File: config.mk
export PLATFORM = sky130hd
export DESIGN_NAME = dscp_command_port
export DESIGN_NICKNAME = d
export VERILOG_FILES = /design/src/dscp_pkg.sv /design/src/dscp_pin_sync.sv /design/src/dscp_command_port.sv
export SDC_FILE = /design/constraint.sdc
export NUM_CORES = 1
export LEC_CHECK = 0
export BUFFER_PORTS_ARGS = -buffer_cell sky130_fd_sc_hd__clkbuf_2
export CAP_MARGIN = 40
export CORE_MARGIN = 5
export CORE_UTILIZATION = 45
export CTS_BUF_LIST = sky130_fd_sc_hd__clkbuf_4 sky130_fd_sc_hd__clkbuf_8
export DETAILED_ROUTE_END_ITERATION = 16
export SETUP_SLACK_MARGIN = 0.3
export SYNTH_ARGS = -nofsm -noshare
export SYNTH_HDL_FRONTEND = slang
export SYNTH_SLANG_ARGS = --single-unit
File: constraint.sdc
create_clock -name sys_clk -period 2.44 [get_ports sys_clk]
set_input_delay 0.732 -clock sys_clk [delete_from_list [all_inputs] [get_ports sys_clk]]
set_output_delay 0.732 -clock sys_clk [all_outputs]
set_load 0.02 [all_outputs]
File: src/dscp_pkg.sv
`default_nettype none
package dscp_pkg;
    // ************************************************************
    // widths and defaults
    // ************************************************************
    localparam int          DSCP_CODE_W       = 10;
    localparam int          DSCP_CTRL_W       = 6;
    localparam int          DSCP_OP_W         = 4;
    localparam int          DSCP_SHIFT_W      = 24;
    localparam int          DSCP_SPI_W        = 16;
    localparam int          DSCP_CNT_W        = 6;
    localparam logic [9:0]  DSCP_CODE_RST     = 10'h000;
    localparam logic [5:0]  DSCP_CTRL_RST     = 6'h00;

    // ************************************************************
    // operation codes
    // ************************************************************
    localparam logic [3:0]  DSCP_OP_NOP       = 4'h0;
    localparam logic [3:0]  DSCP_OP_LOAD_IN   = 4'h1;
    localparam logic [3:0]  DSCP_OP_UPDATE    = 4'h2;
    localparam logic [3:0]  DSCP_OP_LOAD_BOTH = 4'h3;
    localparam logic [3:0]  DSCP_OP_CTRL      = 4'h4;

    // ************************************************************
    // control field positions, taken from code bits 9..4
    // ************************************************************
    localparam int          DSCP_CTRL_RESET   = 5;
    localparam int          DSCP_CTRL_PD_HI   = 4;
    localparam int          DSCP_CTRL_PD_LO   = 3;
    localparam int          DSCP_CTRL_REF     = 2;
    localparam int          DSCP_CTRL_GAIN    = 1;
    localparam int          DSCP_CTRL_CHAIN   = 0;
    localparam int          DSCP_CTRL_LSB     = 4;

    // ************************************************************
    // serial word layouts
    // ************************************************************
    localparam int          DSCP_SPI_OP_MSB   = 15;
    localparam int          DSCP_SPI_OP_LSB   = 12;
    localparam int          DSCP_SPI_CODE_MSB = 11;
    localparam int          DSCP_SPI_CODE_LSB = 2;
    localparam int          DSCP_CH_OP_MSB    = 23;
    localparam int          DSCP_CH_OP_LSB    = 20;
    localparam int          DSCP_CH_CODE_MSB  = 19;
    localparam int          DSCP_CH_CODE_LSB  = 10;
    localparam logic [5:0]  DSCP_SPI_EDGES    = 6'h10;
    localparam logic [5:0]  DSCP_CHAIN_EDGES  = 6'h18;
    localparam logic [5:0]  DSCP_SPI_LAST     = 6'h0F;
    localparam logic [5:0]  DSCP_CNT_MAX      = 6'h3F;

    // ************************************************************
    // two-wire slave
    // ************************************************************
    localparam logic [4:0]  DSCP_I2C_ADDR_HI  = 5'h13;
    localparam logic [3:0]  DSCP_BYTE_BITS    = 4'h8;
    localparam logic [1:0]  DSCP_I2C_BYTES    = 2'h3;
    localparam logic [1:0]  DSCP_BYTE_CMD     = 2'h0;
    localparam logic [1:0]  DSCP_BYTE_HI      = 2'h1;
    localparam int          DSCP_I2C_OP_MSB   = 7;
    localparam int          DSCP_I2C_OP_LSB   = 4;
    localparam int          DSCP_I2C_LO_MSB   = 7;
    localparam int          DSCP_I2C_LO_LSB   = 6;

    // ************************************************************
    // pin bundle order at the synchroniser
    // ************************************************************
    localparam int          DSCP_PIN_N        = 7;
    localparam logic [6:0]  DSCP_PIN_RST      = 7'h7F;
    localparam int          DSCP_PIN_SYNC_N   = 0;
    localparam int          DSCP_PIN_SCLK     = 1;
    localparam int          DSCP_PIN_SDI      = 2;
    localparam int          DSCP_PIN_SCL      = 3;
    localparam int          DSCP_PIN_SDA      = 4;
    localparam int          DSCP_PIN_A0       = 5;
    localparam int          DSCP_PIN_LOAD_N   = 6;

    typedef enum logic [2:0] {
        DSCP_I_IDLE,
        DSCP_I_ADDR,
        DSCP_I_ADDR_ACK,
        DSCP_I_DATA,
        DSCP_I_DATA_ACK,
        DSCP_I_IGNORE
    } dscp_i2c_state_t;
endpackage
`default_nettype wire

File: src/dscp_pin_sync.sv
`timescale 1ns/100ps
`default_nettype none
module dscp_pin_sync #(
    parameter int                 WIDTH     = 1,
    parameter logic [WIDTH-1:0]   RESET_VAL = '1
) (
    input  wire logic             sys_clk,
    input  wire logic             arst_n,
    input  wire logic [WIDTH-1:0] pin_in,
    output var  logic [WIDTH-1:0] pin_lvl
);
    // ************************************************************
    // three stages; level moves only when stages two and three agree
    // ************************************************************
    logic [WIDTH-1:0] stg1_r;
    logic [WIDTH-1:0] stg2_r;
    logic [WIDTH-1:0] stg3_r;

    genvar gi;
    generate
        for (gi = 0; gi < WIDTH; gi++) begin : g_bit
            always_ff @(posedge sys_clk or negedge arst_n) begin
                if (!arst_n) begin
                    stg1_r[gi]  <= RESET_VAL[gi];
                    stg2_r[gi]  <= RESET_VAL[gi];
                    stg3_r[gi]  <= RESET_VAL[gi];
                    pin_lvl[gi] <= RESET_VAL[gi];
                end else begin
                    stg1_r[gi] <= pin_in[gi];
                    stg2_r[gi] <= stg1_r[gi];
                    stg3_r[gi] <= stg2_r[gi];
                    if (stg2_r[gi] == stg3_r[gi]) begin
                        pin_lvl[gi] <= stg3_r[gi];
                    end
                end
            end
        end
    endgenerate
endmodule
`default_nettype wire

File: src/dscp_command_port.sv
// How it works
// - frame opens on select low; shift on falling clock
// - select held low for 16 bits; decode on rise
// - 16 or more edges: keep first sixteen bits
// - fewer than 16 edges: drop frame entirely
// - chain mode off at reset; set by bit 6
// - chain: over 24 bits valid, last 24 decoded
// - top four bits select the operation
// - code bits 11..2; control bits 11..6
// - two-wire slave fine at 100 and 400 kHz
// - no ten-bit or general call answer
// - address 10011, select pin, then zero
// - acknowledge matching address on ninth clock
// - address select pin caught at each start
// - command byte, two data bytes, all acknowledged
// - two-wire op in command high nibble
// - two-wire control bits in high byte
// - load input only stages; copy on pin/op2
// - output write also refreshes input register
// - copy command ignores its data bits
// - reset bit restores defaults, self clears
// - reference bit zero keeps reference on
// - load pin ignored during serial access
`timescale 1ns/100ps
`default_nettype none
module dscp_command_port
    import dscp_pkg::*;
(
    input  wire logic                        sys_clk,
    input  wire logic                        arst_n,
    input  wire logic                        sync_n,
    input  wire logic                        sclk,
    input  wire logic                        sdi,
    input  wire logic                        scl,
    input  wire logic                        sda_in,
    output var  logic                        sda_out,
    output var  logic                        sda_oe,
    input  wire logic                        addr_select_pin,
    input  wire logic                        load_output_n,
    output var  logic [dscp_pkg::DSCP_CODE_W-1:0] dac_code,
    output var  logic [dscp_pkg::DSCP_CODE_W-1:0] input_code,
    output var  logic                        powerdown_sel_hi,
    output var  logic                        powerdown_sel_lo,
    output var  logic                        ref_disable,
    output var  logic                        gain_sel,
    output var  logic                        chain_enable
);
    import dscp_pkg::*;

    // ************************************************************
    // pin synchronisers and edge finding
    // ************************************************************
    logic [DSCP_PIN_N-1:0] pins;
    logic [DSCP_PIN_N-1:0] lvl;
    logic [DSCP_PIN_N-1:0] prev_r;
    logic                  sync_fall;
    logic                  sync_rise;
    logic                  sclk_fall;
    logic                  scl_rise;
    logic                  scl_fall;
    logic                  i2c_start;
    logic                  i2c_stop;
    logic                  load_fall;

    assign pins[DSCP_PIN_SYNC_N] = sync_n;
    assign pins[DSCP_PIN_SCLK]   = sclk;
    assign pins[DSCP_PIN_SDI]    = sdi;
    assign pins[DSCP_PIN_SCL]    = scl;
    assign pins[DSCP_PIN_SDA]    = sda_in;
    assign pins[DSCP_PIN_A0]     = addr_select_pin;
    assign pins[DSCP_PIN_LOAD_N] = load_output_n;

    // all pins share one latency, so data and clock stay aligned
    dscp_pin_sync #(
        .WIDTH     (DSCP_PIN_N),
        .RESET_VAL (DSCP_PIN_RST)
    ) u_sync (
        .sys_clk (sys_clk),
        .arst_n  (arst_n),
        .pin_in  (pins),
        .pin_lvl (lvl)
    );

    // edge memory starts at the idle high level, so leaving reset fakes no edge
    always_ff @(posedge sys_clk or negedge arst_n) begin
        if (!arst_n) begin
            prev_r <= DSCP_PIN_RST;
        end else begin
            prev_r <= lvl;
        end
    end

    assign sync_fall = prev_r[DSCP_PIN_SYNC_N] & ~lvl[DSCP_PIN_SYNC_N];
    assign sync_rise = ~prev_r[DSCP_PIN_SYNC_N] & lvl[DSCP_PIN_SYNC_N];
    assign sclk_fall = prev_r[DSCP_PIN_SCLK] & ~lvl[DSCP_PIN_SCLK];
    assign scl_rise  = ~prev_r[DSCP_PIN_SCL] & lvl[DSCP_PIN_SCL];
    assign scl_fall  = prev_r[DSCP_PIN_SCL] & ~lvl[DSCP_PIN_SCL];
    // start and stop rely on data being steady while the clock is high
    assign i2c_start = lvl[DSCP_PIN_SCL] & prev_r[DSCP_PIN_SCL] & prev_r[DSCP_PIN_SDA] & ~lvl[DSCP_PIN_SDA];
    assign i2c_stop  = lvl[DSCP_PIN_SCL] & prev_r[DSCP_PIN_SCL] & ~prev_r[DSCP_PIN_SDA] & lvl[DSCP_PIN_SDA];
    assign load_fall = prev_r[DSCP_PIN_LOAD_N] & ~lvl[DSCP_PIN_LOAD_N];

    // ************************************************************
    // three-wire receiver
    // ************************************************************
    logic [DSCP_SHIFT_W-1:0] spi_shift_r;
    logic [DSCP_SPI_W-1:0]   spi_first_r;
    logic [DSCP_CNT_W-1:0]   spi_cnt_r;
    logic                    spi_in_frame;

    // frame state follows the synchronised select level, no extra flop
    assign spi_in_frame = ~lvl[DSCP_PIN_SYNC_N];

    always_ff @(posedge sys_clk or negedge arst_n) begin
        if (!arst_n) begin
            spi_shift_r <= '0;
            spi_cnt_r   <= '0;
        end else if (sync_fall) begin
            // a clock edge in the very cycle select falls is lost; hosts keep a gap
            spi_cnt_r <= '0;
        end else if (spi_in_frame && sclk_fall) begin
            spi_shift_r <= {spi_shift_r[DSCP_SHIFT_W-2:0], lvl[DSCP_PIN_SDI]};
            // saturate so a very long chain frame still counts as long enough
            if (spi_cnt_r != DSCP_CNT_MAX) begin
                spi_cnt_r <= spi_cnt_r + 6'h01;
            end
        end
    end

    // the first sixteen bits are kept aside so later edges cannot push them out
    always_ff @(posedge sys_clk or negedge arst_n) begin
        if (!arst_n) begin
            spi_first_r <= '0;
        end else if (spi_in_frame && sclk_fall && !sync_fall && spi_cnt_r == DSCP_SPI_LAST) begin
            spi_first_r <= {spi_shift_r[DSCP_SPI_W-2:0], lvl[DSCP_PIN_SDI]};
        end
    end

    // ************************************************************
    // two-wire slave
    // ************************************************************
    dscp_i2c_state_t i2c_state_r;
    logic [7:0]      i2c_shift_r;
    logic [3:0]      i2c_bits_r;
    logic [1:0]      i2c_bytes_r;
    logic            a0_latch_r;
    logic [7:0]      i2c_cmd_r;
    logic [7:0]      i2c_hi_r;
    logic [7:0]      i2c_lo_r;
    logic            i2c_exec_r;
    logic [6:0]      my_addr;

    assign my_addr = {DSCP_I2C_ADDR_HI, a0_latch_r, 1'b0};

    // the select pin is read only at a start, so it may move between transfers
    always_ff @(posedge sys_clk or negedge arst_n) begin
        if (!arst_n) begin
            a0_latch_r <= 1'b0;
        end else if (i2c_start) begin
            a0_latch_r <= lvl[DSCP_PIN_A0];
        end
    end

    // sampling on the fast core clock covers both bus rates with margin
    always_ff @(posedge sys_clk or negedge arst_n) begin
        if (!arst_n) begin
            i2c_state_r <= DSCP_I_IDLE;
            i2c_shift_r <= '0;
            i2c_bits_r  <= '0;
            i2c_bytes_r <= '0;
            i2c_cmd_r   <= '0;
            i2c_hi_r    <= '0;
            i2c_lo_r    <= '0;
            sda_oe      <= 1'b0;
            i2c_exec_r  <= 1'b0;
        end else begin
            i2c_exec_r <= 1'b0;
            if (i2c_start) begin
                i2c_state_r <= DSCP_I_ADDR;
                i2c_bits_r  <= '0;
                i2c_bytes_r <= '0;
                sda_oe      <= 1'b0;
            end else if (i2c_stop) begin
                i2c_state_r <= DSCP_I_IDLE;
                sda_oe      <= 1'b0;
                // only a complete three-byte write executes; anything else is dropped
                if (i2c_state_r != DSCP_I_IGNORE && i2c_bytes_r == DSCP_I2C_BYTES) begin
                    i2c_exec_r <= 1'b1;
                end
            end else begin
                case (i2c_state_r)
                    DSCP_I_ADDR, DSCP_I_DATA: begin
                        // bits are taken on the clock rise, while the master holds data steady
                        if (scl_rise) begin
                            i2c_shift_r <= {i2c_shift_r[6:0], lvl[DSCP_PIN_SDA]};
                            i2c_bits_r  <= i2c_bits_r + 4'h1;
                        end else if (scl_fall && i2c_bits_r == DSCP_BYTE_BITS) begin
                            if (i2c_state_r == DSCP_I_ADDR) begin
                                // ten-bit headers and the general call never equal my address
                                if (i2c_shift_r[7:1] == my_addr && !i2c_shift_r[0]) begin
                                    i2c_state_r <= DSCP_I_ADDR_ACK;
                                    sda_oe      <= 1'b1;
                                end else begin
                                    i2c_state_r <= DSCP_I_IGNORE;
                                end
                            end else if (i2c_bytes_r != DSCP_I2C_BYTES) begin
                                case (i2c_bytes_r)
                                    DSCP_BYTE_CMD: i2c_cmd_r <= i2c_shift_r;
                                    DSCP_BYTE_HI:  i2c_hi_r  <= i2c_shift_r;
                                    default:       i2c_lo_r  <= i2c_shift_r;
                                endcase
                                i2c_bytes_r <= i2c_bytes_r + 2'h1;
                                i2c_state_r <= DSCP_I_DATA_ACK;
                                sda_oe      <= 1'b1;
                            end else begin
                                // a fourth byte is not ours; leave it unanswered
                                i2c_state_r <= DSCP_I_IGNORE;
                            end
                        end
                    end
                    DSCP_I_ADDR_ACK, DSCP_I_DATA_ACK: begin
                        // release at the end of the ninth clock
                        if (scl_fall) begin
                            sda_oe      <= 1'b0;
                            i2c_state_r <= DSCP_I_DATA;
                            i2c_bits_r  <= '0;
                        end
                    end
                    // foreign traffic is followed silently until the next start or stop
                    DSCP_I_IGNORE: begin
                        sda_oe <= 1'b0;
                    end
                    default: begin
                        sda_oe <= 1'b0;
                    end
                endcase
            end
        end
    end

    // open drain: only ever pulls low
    always_ff @(posedge sys_clk or negedge arst_n) begin
        if (!arst_n) begin
            sda_out <= 1'b0;
        end else begin
            sda_out <= 1'b0;
        end
    end

    // ************************************************************
    // frame decode shared by both receivers
    // ************************************************************
    logic                   exec_v;
    logic [DSCP_OP_W-1:0]   exec_op;
    logic [DSCP_CODE_W-1:0] exec_code;
    logic [DSCP_CTRL_W-1:0] exec_ctrl;
    logic                   serial_busy;

    // the three-wire path wins a tie; both buses at once is a misuse
    always_comb begin
        exec_v    = 1'b0;
        exec_op   = DSCP_OP_NOP;
        exec_code = DSCP_CODE_RST;
        exec_ctrl = DSCP_CTRL_RST;
        if (sync_rise) begin
            if (chain_enable) begin
                exec_v    = (spi_cnt_r > DSCP_CHAIN_EDGES);
                exec_op   = spi_shift_r[DSCP_CH_OP_MSB:DSCP_CH_OP_LSB];
                exec_code = spi_shift_r[DSCP_CH_CODE_MSB:DSCP_CH_CODE_LSB];
            end else begin
                exec_v    = (spi_cnt_r >= DSCP_SPI_EDGES);
                exec_op   = spi_first_r[DSCP_SPI_OP_MSB:DSCP_SPI_OP_LSB];
                exec_code = spi_first_r[DSCP_SPI_CODE_MSB:DSCP_SPI_CODE_LSB];
            end
            exec_ctrl = exec_code[DSCP_CODE_W-1:DSCP_CTRL_LSB];
        end else if (i2c_exec_r) begin
            exec_v    = 1'b1;
            exec_op   = i2c_cmd_r[DSCP_I2C_OP_MSB:DSCP_I2C_OP_LSB];
            exec_code = {i2c_hi_r, i2c_lo_r[DSCP_I2C_LO_MSB:DSCP_I2C_LO_LSB]};
            // chain mode is not reachable from this bus; keep what is set
            exec_ctrl = {exec_code[DSCP_CODE_W-1:DSCP_CTRL_LSB+1], chain_enable};
        end
    end

    // a load pulse during any access is lost; the host has to repeat it
    assign serial_busy = spi_in_frame | (i2c_state_r != DSCP_I_IDLE);

    // ************************************************************
    // input, output and control registers
    // ************************************************************
    always_ff @(posedge sys_clk or negedge arst_n) begin
        if (!arst_n) begin
            input_code       <= DSCP_CODE_RST;
            dac_code         <= DSCP_CODE_RST;
            powerdown_sel_hi <= DSCP_CTRL_RST[DSCP_CTRL_PD_HI];
            powerdown_sel_lo <= DSCP_CTRL_RST[DSCP_CTRL_PD_LO];
            ref_disable      <= DSCP_CTRL_RST[DSCP_CTRL_REF];
            gain_sel         <= DSCP_CTRL_RST[DSCP_CTRL_GAIN];
            chain_enable     <= DSCP_CTRL_RST[DSCP_CTRL_CHAIN];
        end else if (exec_v) begin
            // one execute strobe per frame; a load edge in the same cycle loses
            case (exec_op)
                DSCP_OP_LOAD_IN: begin
                    input_code <= exec_code;
                end
                DSCP_OP_UPDATE: begin
                    dac_code <= input_code;
                end
                DSCP_OP_LOAD_BOTH: begin
                    dac_code   <= exec_code;
                    input_code <= exec_code;
                end
                DSCP_OP_CTRL: begin
                    if (exec_ctrl[DSCP_CTRL_RESET]) begin
                        // the reset bit is never stored, so it reads as cleared at once
                        input_code       <= DSCP_CODE_RST;
                        dac_code         <= DSCP_CODE_RST;
                        powerdown_sel_hi <= DSCP_CTRL_RST[DSCP_CTRL_PD_HI];
                        powerdown_sel_lo <= DSCP_CTRL_RST[DSCP_CTRL_PD_LO];
                        ref_disable      <= DSCP_CTRL_RST[DSCP_CTRL_REF];
                        gain_sel         <= DSCP_CTRL_RST[DSCP_CTRL_GAIN];
                        chain_enable     <= DSCP_CTRL_RST[DSCP_CTRL_CHAIN];
                    end else begin
                        powerdown_sel_hi <= exec_ctrl[DSCP_CTRL_PD_HI];
                        powerdown_sel_lo <= exec_ctrl[DSCP_CTRL_PD_LO];
                        ref_disable      <= exec_ctrl[DSCP_CTRL_REF];
                        gain_sel         <= exec_ctrl[DSCP_CTRL_GAIN];
                        chain_enable     <= exec_ctrl[DSCP_CTRL_CHAIN];
                    end
                end
                default: begin
                    input_code <= input_code;
                end
            endcase
        end else if (load_fall && !serial_busy) begin
            dac_code <= input_code;
        end
    end
endmodule
`default_nettype wire

# Word-level counts from Yosys, hierarchy flattened
# Cells that the tools add are included.
[word_totals]
reg_bits = 150
out_inout_bits = 27
[classes]
n_mux = 57
n_addsub = 3
n_bitwise = 26
eq_ne = 37
n_lt_le_gt_ge = 2
reduce_logical = 39
[op_table]
columns = ["op", "count"]
rows = [
  ["10-bit two-way mux", 6],
  ["6-bit two-way mux", 5],
  ["10-bit case mux with 3 select lines", 1],
  ["4-bit two-way mux", 7],
  ["8-bit AND reduction", 3],
  ["3-bit two-way mux", 7],
  ["1-bit two-way mux", 20],
  ["10-bit case mux with 2 select lines", 1],
  ["2-bit two-way mux", 7],
  ["1-bit NOT", 14],
  ["2-bit nonzero test", 7],
  ["3-bit inequality test (second input constant)", 4],
  ["4-bit inequality test (second input constant)", 3],
  ["4-bit AND reduction", 3],
  ["1-bit bitwise AND", 11],
  ["5-bit inequality test (second input constant)", 2],
  ["3-bit AND reduction", 3],
  ["4-bit by 2-bit equality test with 1-bit output (second input constant)", 2],
  ["2-bit inequality test (second input constant)", 4],
  ["4-bit case mux with 2 select lines", 1],
  ["2-bit OR reduction", 4],
  ["1-bit equality test", 7],
  ["7-bit equality test", 1],
  ["1-bit logical AND", 7],
  ["28 further kinds", 34],
]

# Depth between registers and ports, before layout
[depth]
ltp_word = 9
mapped_depth = 9
ltp_nobuf = 8

# By module
# A second synthesis with hierarchy kept.
[unflattened]
hier_cells = 472
area_unflattened_um2 = 5990.7
[by_module_without_submodules]
columns = ["mod", "area_each_um2", "seq_area_each_um2", "cells_per_inst", "instances"]
rows = [
  ["dscp_command_port", 5176.2, 2708.8, 437, 1],
  ["dscp_pin_sync", 814.5, 735.7, 35, 1],
]

# Worst setup path before layout
# No wires, ideal clock.
[synth_timing]
path_type = "register to register"
start = "register chain_enable"
end = "register dac_code[0] in the netlist's numbering"
slack_ps = 243
path_buffers = 1
arrival_ps = 2072
stages_incl_launch_ff = 8
required_ps = 2315
path_cell_list = "dfrtp_1 buf_6 mux2_2 nand2_2 a2111oi_4 and2_4 o31ai_4 mux2_2"
[synth_via]
elab_chain_len = 5
word_cells_on_any_way = 16
classes_between = "eq/ne: 5; mux: 9; reduce/logical: 2"
[synth_lines]
columns = ["element", "line", "rtl"]
rows = [
  ["start, declared", "dscp_command_port.sv:46", "output var logic chain_enable"],
  ["start signal, assigned", "dscp_command_port.sv:299", "chain_enable <= DSCP_CTRL_RST[DSCP_CTRL_CHAIN];"],
  ["start signal, assigned", "dscp_command_port.sv:322", "chain_enable <= DSCP_CTRL_RST[DSCP_CTRL_CHAIN];"],
  ["start signal, assigned", "dscp_command_port.sv:328", "chain_enable <= exec_ctrl[DSCP_CTRL_CHAIN];"],
  ["4-bit two-way mux", "dscp_command_port.sv:266", "if (chain_enable) begin"],
  ["4-bit two-way mux", "dscp_command_port.sv:265", "if (sync_rise) begin"],
  ["4-bit by 3-bit equality test with 1-bit output / 4-bit by 2-bit equality test with 1-bit output (equally long branches)", "dscp_command_port.sv:302", "case (exec_op)"],
  ["4-bit by 1-bit inequality test with 1-bit output (no line) (tied with other cells)", "n/a", ""],
  ["3-bit AND reduction (no line) / 10-bit two-way mux (equally long branches)", "n/a", ""],
  ["end signal, assigned", "dscp_command_port.sv:307", "dac_code <= input_code;"],
  ["end signal, assigned", "dscp_command_port.sv:310", "dac_code <= exec_code;"],
  ["end signal, assigned", "dscp_command_port.sv:336", "dac_code <= input_code;"],
  ["end, declared", "dscp_command_port.sv:40", "output var logic [dscp_pkg::DSCP_CODE_W-1:0] dac_code,"],
]
# Several ways; a longest one is shown, not always the timed one.
# A chain may end at the register's enable or synchronous reset.

# Worst setup path in the final report
[layout_timing]
start = "register prev_r[0]"
end = "register dac_code[7] in the netlist's numbering"
[layout_via]
elab_chain_len = 6
word_cells_on_any_way = 15
classes_between = "eq/ne: 5; mux: 6; bitwise: 2; reduce/logical: 2"
[layout_lines]
columns = ["element", "line", "rtl"]
rows = [
  ["start, declared", "dscp_command_port.sv:55", "logic [DSCP_PIN_N-1:0] prev_r;"],
  ["start signal, assigned", "dscp_command_port.sv:89", "prev_r <= lvl;"],
  ["1-bit NOT (*)", "dscp_command_port.sv:94", "assign sync_rise = ~prev_r[DSCP_PIN_SYNC_N] & lvl[DSCP_PIN_SYNC_N];"],
  ["1-bit bitwise AND (*)", "dscp_command_port.sv:94", ""],
  ["4-bit two-way mux", "dscp_command_port.sv:265", ""],
  ["4-bit by 3-bit equality test with 1-bit output / 4-bit by 2-bit equality test with 1-bit output (equally long branches)", "dscp_command_port.sv:302", ""],
  ["4-bit by 1-bit inequality test with 1-bit output (no line) (tied with other cells)", "n/a", ""],
  ["3-bit AND reduction (no line) / 10-bit two-way mux (equally long branches)", "n/a", ""],
]
# Every way passes the cells marked *; elsewhere a longest branch is shown, timed or not.

==> run metrics <==
die width 125 um; Num CTS Buffers 17; endpoints failing hold 0; hold buffers post-CTS 0; Largest stage delay, worst path 540 ps; flops & latches, synth about 140; share of cells above drive strength 1 0.418; Layout Nets 549; slew margin rel. 0.618; status completed; syn_nets 485; Total GRT Usage 0.156; boundary pin count 36; syn_area_per_cell 12.7 um^2; most frequent cells in the layout dfrtp_1, mux2_2, clkbuf_2, dfstp_2, nand2_1; CP top delay family flip-flops; Worst Hold Class input pin to async pin; Final period util 0.899; WP data arrival 2510 ps; area delta synth->final 19.6%; Cell Pwr Density around 800 nW/um^2; final hold slack about 230 ps; DRT Pass-1 Iters 6; CTS tree yes; critical path required time 2760 ps; Final Util 0.543; ANT nets after route 0; Post-synth EDFFs 0; initial antenna violation count 0; RSZ-0062 raised after global routing yes; worst-skew pair later-pin latency 440 ps; largest net degree at the start of global routing between 50 and 60; Buffers & Inverters on Critical Path 2; vias in the first global route 3903; CTS H-tree lvls 4; post-synth cell types 60; worst flop-to-flop path startpoint prev_r[0]; 1st-iter DRT viols 220; Post-synth ARST share 1.00; Crit. End Element register; HPWL after DPL 8210 um; Crit Path Class register to register; port bufs 34; setup total negative slack 0 ps; clock sink total 136; CP Launch Type register; cells along the critical path nand2b_4 > nor2_2 > buf_4 > a2111oi_4 > and2_4 > o31ai_4 > buf_6 > mux2_1; warnings from Yosys 0; root buffer cell clkbuf_8; chip height 125 um; Routed WL 11900 um; register area 3450 um^2; detailed-route vias per instance between 5 and 6; post-route DRC violation count 0; worst-margin pin slew 571 ps; register area share after synthesis 0.580; final instance area 7100 um^2; min Tclk post-route 2190 ps; Peak Freq 456 MHz; die area 15600 um^2; n_diodes 0; CP max stage cell dfstp_2; Pleak 3.24 nW; commonest non-fill, non-tap cell in the layout dfrtp_1; Fillers 1095; maximum vdd drop 394 uV; GP Congestion 0.853; Core Box Area ~13000 um^2; Worst setup startpoint prev_r[0]; Initial Utilization 0.454; CP max FO 8; first-pass GRT wire length around 20000 um; Final Skew 9.89 ps; Final setup viols 0; Routed WL per cell roughly 16 um; DR vias 3835; max_cap viols 0; Std-Cell Rows 42; synthesized cell area roughly 5900 um^2; R2R Setup Slk 250 ps; cells after synthesis 469; Max Slew Vio Count 0; Post-synth top flop dfrtp_1; CTS Buffer Depth 2; area occupied by multi-input gates 2430 um^2; GRT overflow 0; dpl cell area 6380 um^2; Worst-path clk slew ~80 ps
-- sequential cells by signal, indices dropped and copies added (netlist names), 2 cells and up --
signal,cells
spi_shift_r,24
spi_first_r,14
dac_code,10
input_code,10
i2c_hi_r,8
i2c_shift_r,8
u_sync.pin_lvl,7
u_sync.stg1_r,7
u_sync.stg2_r,7
u_sync.stg3_r,7
spi_cnt_r,6
prev_r,5
i2c_bits_r,4
i2c_cmd_r,4
i2c_state_r,3
i2c_bytes_r,2
i2c_lo_r,2
-- logic make-up (layout without fill, tap and decap cells) --
logic type / Yosys count / after routing / share of synthesized area
flip-flops: 136 / 136 / 0.580
AND/OR/NAND/NOR: 108 / 108 / 0.0946
multiplexers: 89 / 89 / 0.166
AO/OA/AOI/OAI: 71 / 72 / 0.0892
buffers and inverters: 41 / 117 / 0.0299
adder cells (fa/ha/maj): 14 / 14 / 0.0266
XOR/XNOR: 9 / 9 / 0.0133
other: 1 / 1 / 0.000632
-- final cells by class --
cell class / instances / share of cell area
Clock inverter: 7 / 0.0197
Inverter: 21 / 0.0111
Tap cell: 176 / 0.0310
Clock buffer: 25 / 0.0441
Sequential cell: 136 / 0.485
Multi-Input combinational cell: 293 / 0.342
Timing Repair Buffer: 64 / 0.0670
-- stage by stage --
step                cells  power, mW  worst slack, ps
floorplan             469       3.22              269
global placement      673       3.43              181
detailed placement    673       3.46              102
CTS                   711       5.57              297
global route          722       5.83              173
finish                722       5.55              248
-- synthesized netlist by cell type, types with 7 or more instances --
master	number	area, um^2
mux2i_1	15	150
dfrtp_1	103	2580
a31oi_1	11	68.8
o221ai_1	10	87.6
o21ai_0	16	80.1
or4_1	9	67.6
maj3_1	7	70.1
nor2_1	28	105
a21oi_1	8	40.0
ha_1	7	87.6
mux2_2	73	822
dfstp_2	33	867
inv_1	21	78.8
nand2_1	30	113
clkbuf_1	13	48.8
-- where the power goes --
| group | total [mW] | switching, mW | internal (mW) | leakage, nW |
|---|---|---|---|---|
| registers | 2.69 | 0.202 | 2.49 | 1.76 |
| clock network | 2.07 | 0.820 | 1.25 | 0.228 |
| logic | 0.791 | 0.402 | 0.389 | 1.25 |
-- repair_timing --
item                       CTS  global route
buffers inserted             6             8
pin swaps                    3             4
cloned                       0             3
setup endpoints to repair   25            33
gates resized for setup      7            23
-- worst paths after layout --
path                                     endpoint  cells past startpoint
worst max-delay path                  dac_code[7]                      8
worst min-delay path                 spi_cnt_r[0]                      1
worst max register to register        dac_code[7]                      8
worst min register to register   u_sync.stg2_r[6]                      0
max in group asynchronous       u_sync.pin_lvl[5]                      2
min in group sys_clk             u_sync.stg2_r[6]                      0
-- routing by layer --
metal / up-vias / routed length [um] / GRT usage
met5: - / 0 / 0
met4: 0 / 172 / 0.0593
met3: 12 / 441 / 0.0420
met2: 76 / 5780 / 0.248
met1: 1931 / 5460 / 0.204
li1: 1816 / - / -
(Power assumes the default switching activity.)
